<file path="src/design/ifd_defines.vh">
// constants for the instruction format decoder
//
// Overview of operation
// - destination bit 0 sends result to accumulator, 1 back to file register
// - bank access bit 0 forces access bank, 1 uses bank selector
// - byte and bit formats carry an 8-bit file address in bits 7..0
// - file-to-file move: 12-bit source, then 1111 word with 12-bit destination
// - bit formats select the bit with bits 11..9
// - literal formats take an 8-bit immediate from the low byte
// - call and goto build a 20-bit target from two words
// - fast bit 1 saves or restores shadow registers, 0 leaves them
// - branch offsets are two's complement, 11 bits or 8 bits
// - table ops support none, post-increment, post-decrement, pre-increment
// - table pointer is 21 bits, one byte moves through the table latch
// - pointer load: first word selects pointer, second word 1111 0000 plus low byte
// - multiply product goes to high byte 0xFF4 and low byte 0xFF3
// - five arithmetic flags: carry, digit carry, zero, overflow, negative
// - a standalone word with top nibble 1111 is a no-operation
// - an instruction cycle is four clocks; one or two cycles per instruction
`ifndef IFD_DEFINES_VH
`define IFD_DEFINES_VH
`define IFD_ADDR_ACC    12'hFE8
`define IFD_ADDR_PROD_LO 12'hFF3
`define IFD_ADDR_PROD_HI 12'hFF4
`define IFD_ADDR_TLATCH 12'hFF5
`define IFD_ADDR_TPL    12'hFF6
`define IFD_ADDR_TPH    12'hFF7
`define IFD_ADDR_TPU    12'hFF8
`define IFD_ADDR_PC_LO  12'hFF9
`define IFD_ADDR_PCLH   12'hFFA
`define IFD_ADDR_PCLU   12'hFFB
`define IFD_ADDR_BANK   12'hFE0
`define IFD_ADDR_FLAGS  12'hFE1
`define IFD_D_BIT       9
`define IFD_A_BIT       8
`define IFD_EXT_NIB     4'hF
`define IFD_MOVE_NIB    4'hC
`define IFD_PTR2_HI     4'h0
`define IFD_ACCESS_SPLIT 8'h80
`define IFD_ACCESS_HI   4'hF
`define IFD_ACCESS_LO   4'h0
`define IFD_LAST_PHASE  2'h3
`define IFD_FMT_NONE    4'h0
`define IFD_FMT_BYTE    4'h1
`define IFD_FMT_BIT     4'h2
`define IFD_FMT_LIT     4'h3
`define IFD_FMT_MOVE    4'h4
`define IFD_FMT_CALL    4'h5
`define IFD_FMT_GOTO    4'h6
`define IFD_FMT_BRANCH  4'h7
`define IFD_FMT_BCOND   4'h8
`define IFD_FMT_PTR_LOAD 4'h9
`define IFD_FMT_TBL     4'hA
`define IFD_FMT_RET     4'hB
`define IFD_FMT_NOP     4'hC
`define IFD_FMT_MISC    4'hD
`define IFD_TM_NONE     2'h0
`define IFD_TM_POSTINC  2'h1
`define IFD_TM_POSTDEC  2'h2
`define IFD_TM_PREINC   2'h3
`endif

</file>
<file path="src/design/ifd_decoder.v">
// instruction format decoder with its special-function registers
//
// Local design decision: strobed register access.
`include "ifd_defines.vh"
module ifd_decoder (
  input  wire        CLK_SYS,
  input  wire        RST_B,
  input  wire [15:0] INSTR_WORD,
  input  wire        INSTR_VALID,
  input  wire [7:0]  OPERAND_DATA,
  input  wire        ALU_FLAGS_WE,
  input  wire [4:0]  ALU_FLAGS,
  input  wire [7:0]  TBL_RDATA,
  input  wire        TBL_RVALID,
  input  wire [11:0] ADDR,
  input  wire [7:0]  WDATA,
  input  wire        WR,
  input  wire        RD,
  output reg  [7:0]  RDATA,
  output reg         FETCH,
  output reg         DEC_VALID,
  output reg  [3:0]  FORMAT,
  output reg         IS_NOP,
  output reg         DEST_ACC,
  output reg  [11:0] FILE_ADDR,
  output reg  [2:0]  BIT_SEL,
  output reg  [7:0]  LITERAL,
  output reg  [11:0] SRC_ADDR,
  output reg  [11:0] DST_ADDR,
  output reg  [19:0] TARGET,
  output reg         FAST_SHADOW,
  output reg  [10:0] BR_OFFSET,
  output reg  [1:0]  PTR_SEL,
  output reg  [11:0] PTR_VALUE,
  output reg  [1:0]  EXEC_CYCLES,
  output reg         COND_EXTEND,
  output reg         TBL_REQ,
  output reg         TBL_WRITE,
  output reg  [20:0] TBL_ADDR,
  output reg  [7:0]  TBL_WDATA,
  output reg  [4:0]  FLAGS
);

  reg  [1:0]  phase;
  reg         pend;
  reg  [15:0] first;
  reg  [3:0]  pend_fmt;
  reg  [7:0]  working_accumulator;
  reg  [7:0]  product_low_byte;
  reg  [7:0]  product_high_byte;
  reg  [7:0]  table_byte_latch;
  reg  [20:0] program_table_pointer;
  reg  [7:0]  program_counter_low;
  reg  [7:0]  program_counter_high_latch;
  reg  [7:0]  program_counter_upper_latch;
  reg  [7:0]  bank_selector;

  reg  [3:0]  next_fmt;
  reg         next_two;
  reg  [1:0]  next_cycles;
  reg         next_cond;
  reg         next_fast;
  reg  [11:0] next_file;
  reg  [10:0] next_off;
  reg  [20:0] next_ptr;
  reg  [20:0] tbl_use;

  wire        take;
  wire [15:0] w;
  wire [7:0]  f;
  wire        is_mul;
  wire [15:0] product;

  assign w = INSTR_WORD;
  assign f = w[7:0];
  assign take = INSTR_VALID && (phase == `IFD_LAST_PHASE);
  assign is_mul = (w[15:9] == 7'h01);
  // both operands widened so the full 16-bit product is kept
  assign product = {8'h00, working_accumulator} * {8'h00, OPERAND_DATA};

  // classify the first word; only bits belonging to a field or an opcode
  // are looked at, so don't-care positions cannot steer the result
  always @* begin
    next_fmt = `IFD_FMT_MISC;
    next_two = 1'b0;
    next_cycles = 2'h1;
    next_cond = 1'b0;
    next_fast = 1'b0;
    if (w[15:12] == `IFD_EXT_NIB) begin
      next_fmt = `IFD_FMT_NOP;
    end else if (w[15:12] == `IFD_MOVE_NIB) begin
      next_fmt = `IFD_FMT_MOVE;
      next_two = 1'b1;
    end else if (w[15:8] == 8'hEF) begin
      next_fmt = `IFD_FMT_GOTO;
      next_two = 1'b1;
    end else if (w[15:9] == 7'h76) begin
      next_fmt = `IFD_FMT_CALL;
      next_two = 1'b1;
      next_fast = w[8];
    end else if (w[15:8] == 8'hEE && w[7:6] == 2'h0) begin
      next_fmt = `IFD_FMT_PTR_LOAD;
      next_two = 1'b1;
    end else if (w[15:11] == 5'h1A) begin
      next_fmt = `IFD_FMT_BRANCH;
      next_cycles = 2'h2;
    end else if (w[15:11] == 5'h1C) begin
      next_fmt = `IFD_FMT_BCOND;
      next_cond = 1'b1;
    end else if (w[15:12] >= 4'h7 && w[15:12] <= 4'hB) begin
      next_fmt = `IFD_FMT_BIT;
      next_cond = w[13];
    end else if (w[15:11] == 5'h01) begin
      next_fmt = `IFD_FMT_LIT;
    end else if (w[15:4] == 12'h000 && w[3]) begin
      next_fmt = `IFD_FMT_TBL;
      next_cycles = 2'h2;
    end else if (w[15:2] == 14'h0004) begin
      next_fmt = `IFD_FMT_RET;
      next_cycles = 2'h2;
      next_fast = w[0];
    end else if (w[15:12] <= 4'h6 && w[15:8] != 8'h00) begin
      next_fmt = `IFD_FMT_BYTE;
      next_cond = (w[15:12] == 4'h6) && (w[11:9] <= 3'h3);
    end
    if (next_two) begin
      next_cycles = 2'h2;
    end
    // a byte op writing the program counter low byte changes the flow,
    // so it costs the extra cycle like any taken branch
    if (next_fmt == `IFD_FMT_BYTE && w[`IFD_D_BIT] && next_file == `IFD_ADDR_PC_LO) begin
      next_cycles = 2'h2;
    end
  end

  // access bank splits into low RAM and the special-function area
  always @* begin
    if (!w[`IFD_A_BIT]) begin
      if (f < `IFD_ACCESS_SPLIT) begin
        next_file = {`IFD_ACCESS_LO, f};
      end else begin
        next_file = {`IFD_ACCESS_HI, f};
      end
    end else begin
      next_file = {bank_selector[3:0], f};
    end
  end

  always @* begin
    if (next_fmt == `IFD_FMT_BRANCH) begin
      next_off = w[10:0];
    end else begin
      next_off = {{3{w[7]}}, w[7:0]};
    end
  end

  always @* begin
    tbl_use = program_table_pointer;
    next_ptr = program_table_pointer;
    case (w[1:0])
      `IFD_TM_NONE: begin
        next_ptr = program_table_pointer;
      end
      `IFD_TM_POSTINC: begin
        next_ptr = program_table_pointer + 21'h000001;
      end
      `IFD_TM_POSTDEC: begin
        next_ptr = program_table_pointer - 21'h000001;
      end
      `IFD_TM_PREINC: begin
        next_ptr = program_table_pointer + 21'h000001;
        tbl_use = next_ptr;
      end
      default: begin
        next_ptr = program_table_pointer;
      end
    endcase
  end

  always @(posedge CLK_SYS) begin
    if (!RST_B) begin
      phase <= 2'h0;
      FETCH <= 1'b0;
    end else begin
      phase <= phase + 2'h1;
      FETCH <= (phase == 2'h2);
    end
  end

  // decode path; a pending first word makes the next word its extension
  always @(posedge CLK_SYS) begin
    if (!RST_B) begin
      pend <= 1'b0;
      first <= 16'h0000;
      pend_fmt <= `IFD_FMT_NONE;
      DEC_VALID <= 1'b0;
      FORMAT <= `IFD_FMT_NONE;
      IS_NOP <= 1'b0;
      DEST_ACC <= 1'b0;
      FILE_ADDR <= 12'h000;
      BIT_SEL <= 3'h0;
      LITERAL <= 8'h00;
      SRC_ADDR <= 12'h000;
      DST_ADDR <= 12'h000;
      TARGET <= 20'h00000;
      FAST_SHADOW <= 1'b0;
      BR_OFFSET <= 11'h000;
      PTR_SEL <= 2'h0;
      PTR_VALUE <= 12'h000;
      EXEC_CYCLES <= 2'h0;
      COND_EXTEND <= 1'b0;
    end else begin
      DEC_VALID <= 1'b0;
      if (take && pend) begin
        // second word: top nibble is not checked, it is operand only
        pend <= 1'b0;
        DEC_VALID <= 1'b1;
        FORMAT <= pend_fmt;
        IS_NOP <= 1'b0;
        EXEC_CYCLES <= 2'h2;
        COND_EXTEND <= 1'b0;
        case (pend_fmt)
          `IFD_FMT_MOVE: begin
            SRC_ADDR <= first[11:0];
            DST_ADDR <= w[11:0];
          end
          `IFD_FMT_CALL, `IFD_FMT_GOTO: begin
            TARGET <= {w[11:0], first[7:0]};
            FAST_SHADOW <= (pend_fmt == `IFD_FMT_CALL) && first[8];
          end
          `IFD_FMT_PTR_LOAD: begin
            PTR_SEL <= first[5:4];
            PTR_VALUE <= {first[3:0], w[7:0]};
          end
          default: begin
            IS_NOP <= 1'b1;
          end
        endcase
      end else if (take) begin
        DEC_VALID <= !next_two;
        if (next_two) begin
          pend <= 1'b1;
          first <= w;
          pend_fmt <= next_fmt;
        end else begin
          FORMAT <= next_fmt;
          IS_NOP <= (next_fmt == `IFD_FMT_NOP);
          EXEC_CYCLES <= next_cycles;
          COND_EXTEND <= next_cond;
          DEST_ACC <= !w[`IFD_D_BIT];
          FILE_ADDR <= next_file;
          BIT_SEL <= w[11:9];
          LITERAL <= w[7:0];
          BR_OFFSET <= next_off;
          FAST_SHADOW <= next_fast;
        end
      end
    end
  end

  // special registers; hardware updates win over a software write in the
  // same cycle so that no decoded effect is lost
  always @(posedge CLK_SYS) begin
    if (!RST_B) begin
      working_accumulator <= 8'h00;
      product_low_byte <= 8'h00;
      product_high_byte <= 8'h00;
      table_byte_latch <= 8'h00;
      program_table_pointer <= 21'h000000;
      program_counter_low <= 8'h00;
      program_counter_high_latch <= 8'h00;
      program_counter_upper_latch <= 8'h00;
      bank_selector <= 8'h00;
      FLAGS <= 5'h00;
      TBL_REQ <= 1'b0;
      TBL_WRITE <= 1'b0;
      TBL_ADDR <= 21'h000000;
      TBL_WDATA <= 8'h00;
    end else begin
      TBL_REQ <= 1'b0;
      if (WR) begin
        case (ADDR)
          `IFD_ADDR_ACC: working_accumulator <= WDATA;
          `IFD_ADDR_PROD_LO: product_low_byte <= WDATA;
          `IFD_ADDR_PROD_HI: product_high_byte <= WDATA;
          `IFD_ADDR_TLATCH: table_byte_latch <= WDATA;
          `IFD_ADDR_TPL: program_table_pointer[7:0] <= WDATA;
          `IFD_ADDR_TPH: program_table_pointer[15:8] <= WDATA;
          `IFD_ADDR_TPU: program_table_pointer[20:16] <= WDATA[4:0];
          `IFD_ADDR_PC_LO: program_counter_low <= WDATA;
          `IFD_ADDR_PCLH: program_counter_high_latch <= WDATA;
          `IFD_ADDR_PCLU: program_counter_upper_latch <= WDATA;
          `IFD_ADDR_BANK: bank_selector <= {4'h0, WDATA[3:0]};
          `IFD_ADDR_FLAGS: FLAGS <= WDATA[4:0];
          default: begin
          end
        endcase
      end
      if (ALU_FLAGS_WE) begin
        FLAGS <= ALU_FLAGS;
      end
      if (take && !pend && is_mul) begin
        product_high_byte <= product[15:8];
        product_low_byte <= product[7:0];
      end
      if (take && !pend && next_fmt == `IFD_FMT_TBL) begin
        program_table_pointer <= next_ptr;
        TBL_ADDR <= tbl_use;
        TBL_REQ <= 1'b1;
        TBL_WRITE <= w[2];
        TBL_WDATA <= table_byte_latch;
      end
      if (TBL_RVALID) begin
        table_byte_latch <= TBL_RDATA;
      end
    end
  end

  // read data one cycle after the strobe; unmapped reads give zero
  always @(posedge CLK_SYS) begin
    if (!RST_B) begin
      RDATA <= 8'h00;
    end else if (RD) begin
      case (ADDR)
        `IFD_ADDR_ACC: RDATA <= working_accumulator;
        `IFD_ADDR_PROD_LO: RDATA <= product_low_byte;
        `IFD_ADDR_PROD_HI: RDATA <= product_high_byte;
        `IFD_ADDR_TLATCH: RDATA <= table_byte_latch;
        `IFD_ADDR_TPL: RDATA <= program_table_pointer[7:0];
        `IFD_ADDR_TPH: RDATA <= program_table_pointer[15:8];
        `IFD_ADDR_TPU: RDATA <= {3'h0, program_table_pointer[20:16]};
        `IFD_ADDR_PC_LO: RDATA <= program_counter_low;
        `IFD_ADDR_PCLH: RDATA <= program_counter_high_latch;
        `IFD_ADDR_PCLU: RDATA <= program_counter_upper_latch;
        `IFD_ADDR_BANK: RDATA <= bank_selector;
        `IFD_ADDR_FLAGS: RDATA <= {3'h0, FLAGS};
        default: RDATA <= 8'h00;
      endcase
    end else begin
      RDATA <= 8'h00;
    end
  end

endmodule // ifd_decoder

</file>
<file path="config.mk">
export PLATFORM = sky130hd
export DESIGN_NAME = ifd_decoder
export DESIGN_NICKNAME = d
export VERILOG_FILES = /design/src/design/ifd_decoder.v
export VERILOG_INCLUDE_DIRS = /design/src /design/src/design
export SDC_FILE = /design/constraint.sdc
export NUM_CORES = 1
export LEC_CHECK = 0
export ABC_AREA = 1
export BUFFER_PORTS_ARGS = -buffer_cell sky130_fd_sc_hd__buf_2
export CORE_MARGIN = 5
export CORE_UTILIZATION = 50
export CTS_CLUSTER_DIAMETER = 200
export DETAILED_ROUTE_END_ITERATION = 16
export PLACE_DENSITY = 0.72
export SLEW_MARGIN = 25
export SYNTH_ARGS = -nofsm -noshare
export SYNTH_HDL_FRONTEND = slang
export SYNTH_SLANG_ARGS = --single-unit
</file>
<file path="constraint.sdc">
create_clock -name CLK_SYS -period 6.2 [get_ports CLK_SYS]
set_input_delay 0.93 -clock CLK_SYS [delete_from_list [all_inputs] [get_ports CLK_SYS]]
set_output_delay 0.93 -clock CLK_SYS [all_outputs]
set_load 0.02 [all_outputs]
</file>
# Word-level counts from Yosys, hierarchy flattened
# Cells that the tools add are included.
# W data, S select, Z words.
dict set report classes {
  n_addsub 3
  n_mul 1
  magnitude_cmp 5
  eq_ne 40
  n_mux 92
  n_bitwise 3
  n_reduce_logical 58
}
# op n
set op_table {}
lappend op_table {{$eq A12 B12 Y1 const B} 13}
lappend op_table {{$pmux W8 S12} 1}
lappend op_table {{$mux W8} 11}
lappend op_table {{$mux W21} 3}
lappend op_table {{$mux W4} 15}
lappend op_table {{$pmux W21 S2} 1}
lappend op_table {{$mux W1} 39}
lappend op_table {{$reduce_and A2 Y1} 16}
lappend op_table {{$mux W2} 15}
lappend op_table {{$mux W12} 2}
lappend op_table {{$reduce_bool A2 Y1} 12}
lappend op_table {{$add A21 B1 Y21 const B} 1}
lappend op_table {{$sub A21 B1 Y21 const B} 1}
lappend op_table {{$eq A4 B3 Y1 const B} 5}
lappend op_table {{$eq A4 B4 Y1 const B} 5}
lappend op_table {{$mux W5} 4}
lappend op_table {{$reduce_and A3 Y1} 6}
lappend op_table {{$eq A8 B8 Y1 const B} 2}
lappend op_table {{$mul A8 B8 Y16} 1}
lappend op_table {{$eq A14 B3 Y1 const B} 1}
lappend op_table {{$logic_and A1 B1 Y1} 13}
lappend op_table {{$logic_not A12 Y1} 1}
lappend op_table {{$mux W11} 1}
lappend op_table {{$eq A5 B5 Y1 const B} 2}
lappend op_table {{20 further kinds} 31}
dict set report word_totals {
  reg_bits 248
  input_bits 64
  output_inout_bits 148
  word_cells 241
}

# Depth between registers and ports, before layout
dict set report logic_depth {
  ltp_word 21
  ltp_mapped 21
  mapped_depth_nobuf 20
}

# Least setup slack after synthesis
# Ideal clock, no wire load.
dict set report synth_timing {
  kind {input-to-reg}
  startpoint {input port OPERAND_DATA[7]}
  endpoint {register product_high_byte[4]}
  setup_ns 0.132
  arrival_time_ns 4.586
  setup_slack_ns 1.481
  stages 17
  cell_sequence {buf_1 > nand2_1 > fa_1 > fa_1 > inv_1 > fa_1 > inv_1 > fa_1 > inv_1 > ha_1 > a21oi_1 > o21a_1 > nand2_1 > a21oi_1 > or2_2 > nand3_1 > a21oi_1}
}
dict set report synth_between {
  elab_chain_cells 2
}
# element line_no
set synth_rtl {}
lappend synth_rtl {{start, declared} ifd_decoder.v:10} ;# input wire [7:0] OPERAND_DATA,
lappend synth_rtl {{$mul A8 B8 Y16} ifd_decoder.v:79} ;# assign product = {8'h00, working_accumulator} * {8'h00, OPERAND_DATA};
lappend synth_rtl {{$mux W8} ifd_decoder.v:302} ;# if (take && !pend && is_mul) begin
lappend synth_rtl {{end signal, assigned} ifd_decoder.v:303} ;# product_high_byte <= product[15:8];
lappend synth_rtl {{end, declared} ifd_decoder.v:50} ;# reg [7:0] product_high_byte;
# No other way between the ends.
# A chain may end at the register's enable or synchronous reset.

# Worst setup path after layout
dict set report layout_timing {
  startpoint {register working_accumulator[2]}
  endpoint {register product_high_byte[4]}
}
dict set report layout_between {
  elab_chain_cells 2
}
# element line_no
set layout_rtl {}
lappend layout_rtl {{start, declared} ifd_decoder.v:48} ;# reg [7:0] working_accumulator;
lappend layout_rtl {{start signal, assigned} ifd_decoder.v:265} ;# working_accumulator <= 8'h00;
lappend layout_rtl {{start signal, assigned} ifd_decoder.v:283} ;# `IFD_ADDR_ACC: working_accumulator <= WDATA;
lappend layout_rtl {{$mul A8 B8 Y16} ifd_decoder.v:79}
lappend layout_rtl {{$mux W8} ifd_decoder.v:302}
# No other way between the ends.

==> impl_metrics.py <==
metrics = {
    "outcome": {
        "status": "finished clean",
    },
    "routing": {
        "vias": 13800,
        "detail_route.wl_per_cell_um": 18.3,
        "viasPerCell": 5.57,
        "drtIter0Drc": 1127,
        "remaining_drc_errors": 0,
        "antenna_left": 0,
        "drt_pre_antenna_iters": 5,
        "totalWireLength_um": 45600,
    },
    "sta": {
        "tightest_slew_ps": 1050,
        "timing.fmax_ghz": 0.222,
        "slew_headroom_pct": 29.8,
        "grt_setup_unrepaired": "false",
        "fin_skew_ps": 15.0,
        "setup_viol": 0,
        "timing.setup.tns_ps": 0,
        "layout_min_cycle_time_ps": 4500,
        "fin_crit_sh_pct": 72.6,
        "hold_viol": 0,
        "drv_slew": 0,
    },
    "finish": {
        "layout.nets": 2263,
        "num_antenna_cells": 0,
        "area_delta_synth_final_pct": 14.3,
        "nFillCells": 2687,
        "instances_no_fill": 2483,
        "drive_gt1_share_pct": 14.1,
        "final_util_pct": 57.6,
    },
    "pwr": {
        "p_leak_nw": 7.83,
        "power_density_nw_per_um2": 216,
        "ir_drop_uv": 192,
    },
    "yosys": {
        "synthCells": 1981,
        "syn-num-nets": 2121,
        "ys_seq_elements": 232,
        "synth.largest_area_cell": "dfxtp_1",
        "synth_edf_count": 0,
        "seq_area_frac_synth_pct": 34.5,
        "async_flop_share_pct": 0,
        "synth_area_per_cell_um2": 6.79,
        "yosys_warnings": 0,
        "ys_types": 50,
        "netlist_area_um2": 13500,
        "synth_ff_type": "dfxtp_1",
        "synth_area_leaders": "dfxtp_1, nand2_1, o21ai_0, nor2_1, a21oi_1",
        "synth_top_area_share_pct": 34.5,
    },
    "worst_setup_path": {
        "cp.arrival_ps": 4890,
        "cp-end-kind": "flop",
        "worstSetupPathType": "flop to flop",
        "cp_max_fo": 10,
        "worstPathRequired_ps": 6580,
        "start_kind": "flop",
    },
    "clocking": {
        "cts_tree": "yes",
        "htreeDepth": 1,
        "clkLatencyLatePin_ps": 540,
        "clkSinkCount": 232,
        "path_clk_slew_ps": 60,
        "cts_made_buffers": 26,
        "cts_resized": 0,
        "holdBufCountCts": 0,
        "cts_setup_buffers": 0,
        "root_buffer": "clkbuf_16",
        "clockBufferDepth": 3,
    },
    "place": {
        "place_inst": 2436,
        "port_buffers": 211,
        "hpwlAfterDp_um": 34500,
        "gp_congestion": 0.991,
    },
    "die": {
        "num_rows": 60,
        "die-height_um": 174,
        "die-area_um2": 30300,
        "boundaryPins": 212,
        "design.core.area_um2": 26700,
        "fp.dieW_um": 174,
        "initial_utilization_pct": 50.4,
    },
    "grt": {
        "grt_pass1_vias": 13100,
        "grt-ovfl-total": 0,
        "antenna_found_initial": 0,
        "grt_max_degree": 95,
        "grt_pass1_wl_um": 71800,
        "track_usage_pct": 29.0,
    },
    "min_path": {
        "hold_class": "flop to flop",
    },
    "run": {
        "maxCapViolations": 0,
    },
}
## kinds of logic (layout without fill, tap and decap cells)
logic type | count (synthesis) | after routing | synth area share, %
buffers and inverters | 336 | 497 | 10.4
adder cells (fa/ha/maj) | 76 | 76 | 9.07
XOR/XNOR | 25 | 25 | 1.63
AO/OA/AOI/OAI | 455 | 455 | 17.8
AND/OR/NAND/NOR | 857 | 857 | 26.6
flip-flops | 232 | 232 | 34.5
## cell usage in the layout (no fill, tap or decap), drive strengths merged, types with 4 or more instances in the layout
master and count:
nand2 455, nor2 273, dfxtp 232, o21ai 227
inv 226, buf 219, a21oi 177, nand3 69
ha 40, clkbuf 40, fa 36, nand4 28
xor2 23, nor3 22, a31oi 17, clkinv 10
o22ai 7, a22oi 7, o211ai 6, or2 5
o221ai 4
## synth_stat cells (21+ instances only)
cell / count
a21oi_1: 177
clkbuf_1: 59
dfxtp_1: 232
fa_1: 36
ha_1: 40
inv_1: 219
nand2_1: 451
nand3_1: 64
nand4_1: 26
nor2_1: 261
nor3_1: 21
o21ai_0: 221
xor2_1: 23
## metrics by stage
| stage | total power (W) | hold WS, ps | area (um2) | worst slack [ps] |
|---|---|---|---|---|
| 6_report | 0.00332 | 444 | 15400 | 1700 |
| 5_1_grt | 0.00342 | 465 | 15400 | 1460 |
| 4_1_cts | 0.00333 | 448 | 15400 | 1660 |
| 3_5_place_dp | 0.00177 | 439 | 14500 | 1310 |
| 3_3_place_gp | 0.00177 | 425 | 14500 | 1390 |
| 2_1_floorplan | 0.00168 | 417 | 13500 | 1480 |
## routing by layer
layer	share of wire [%]	up-vias	track usage [%]
met5	0	-	0
met4	3.9	0	9.77
met3	7.3	112	4.65
met2	47	561	49.7
met1	41	6484	37.5
li1	-	6671	-
## state kept, by name (all words and copies together) (netlist names), 12 cells and up
name	cells
TARGET	20
TBL_ADDR	21
FILE_ADDR	12
DST_ADDR	12
program_table_pointer	21
SRC_ADDR	12
PTR_VALUE	12
first	12
## worst max-delay path, stage by stage (launching register included)
cell and delay [ps]:
dfxtp_1 690, nand2_1 160, fa_1 560, inv_1 50, fa_1 500, fa_1 540
inv_1 60, fa_1 530, inv_1 40, ha_1 330, nand2_1 90, nor2_1 160
nand2_1 70, nand2_1 100, a21oi_1 80, or2_2 270, nand3_1 70, a21oi_1 60
## final timing paths
path         slack, ps                           endpoint  depth (start not counted)                                start
min                440           TBL_ADDR[7]$_SDFFE_PN0N_                          2             TBL_ADDR[7]$_SDFFE_PN0N_
max reg2reg       1700  product_high_byte[4]$_SDFFE_PN0P_                         17  working_accumulator[2]$_SDFFE_PN0P_
max               1700  product_high_byte[4]$_SDFFE_PN0P_                         17  working_accumulator[2]$_SDFFE_PN0P_
min reg2reg        440           TBL_ADDR[7]$_SDFFE_PN0N_                          2             TBL_ADDR[7]$_SDFFE_PN0N_
## where the power goes
group,switching [W],internal [W]
clock,0.000638,0.000937
combinational,0.000166,0.0000594
sequential,0.0000112,0.00150
## final cells by class
class / count / area [um2] / area share [%]
clock inverters: 7 / 87.6 / 0.569
flip-flops and latches: 232 / 4640 / 30.2
repair buffers: 219 / 1120 / 7.27
multi-input cells: 1413 / 7430 / 48.3
clock buffers: 40 / 803 / 5.22
inverters: 231 / 872 / 5.67
well taps: 341 / 427 / 2.77
No activity file was read; power rests on OpenSTA's default activity.
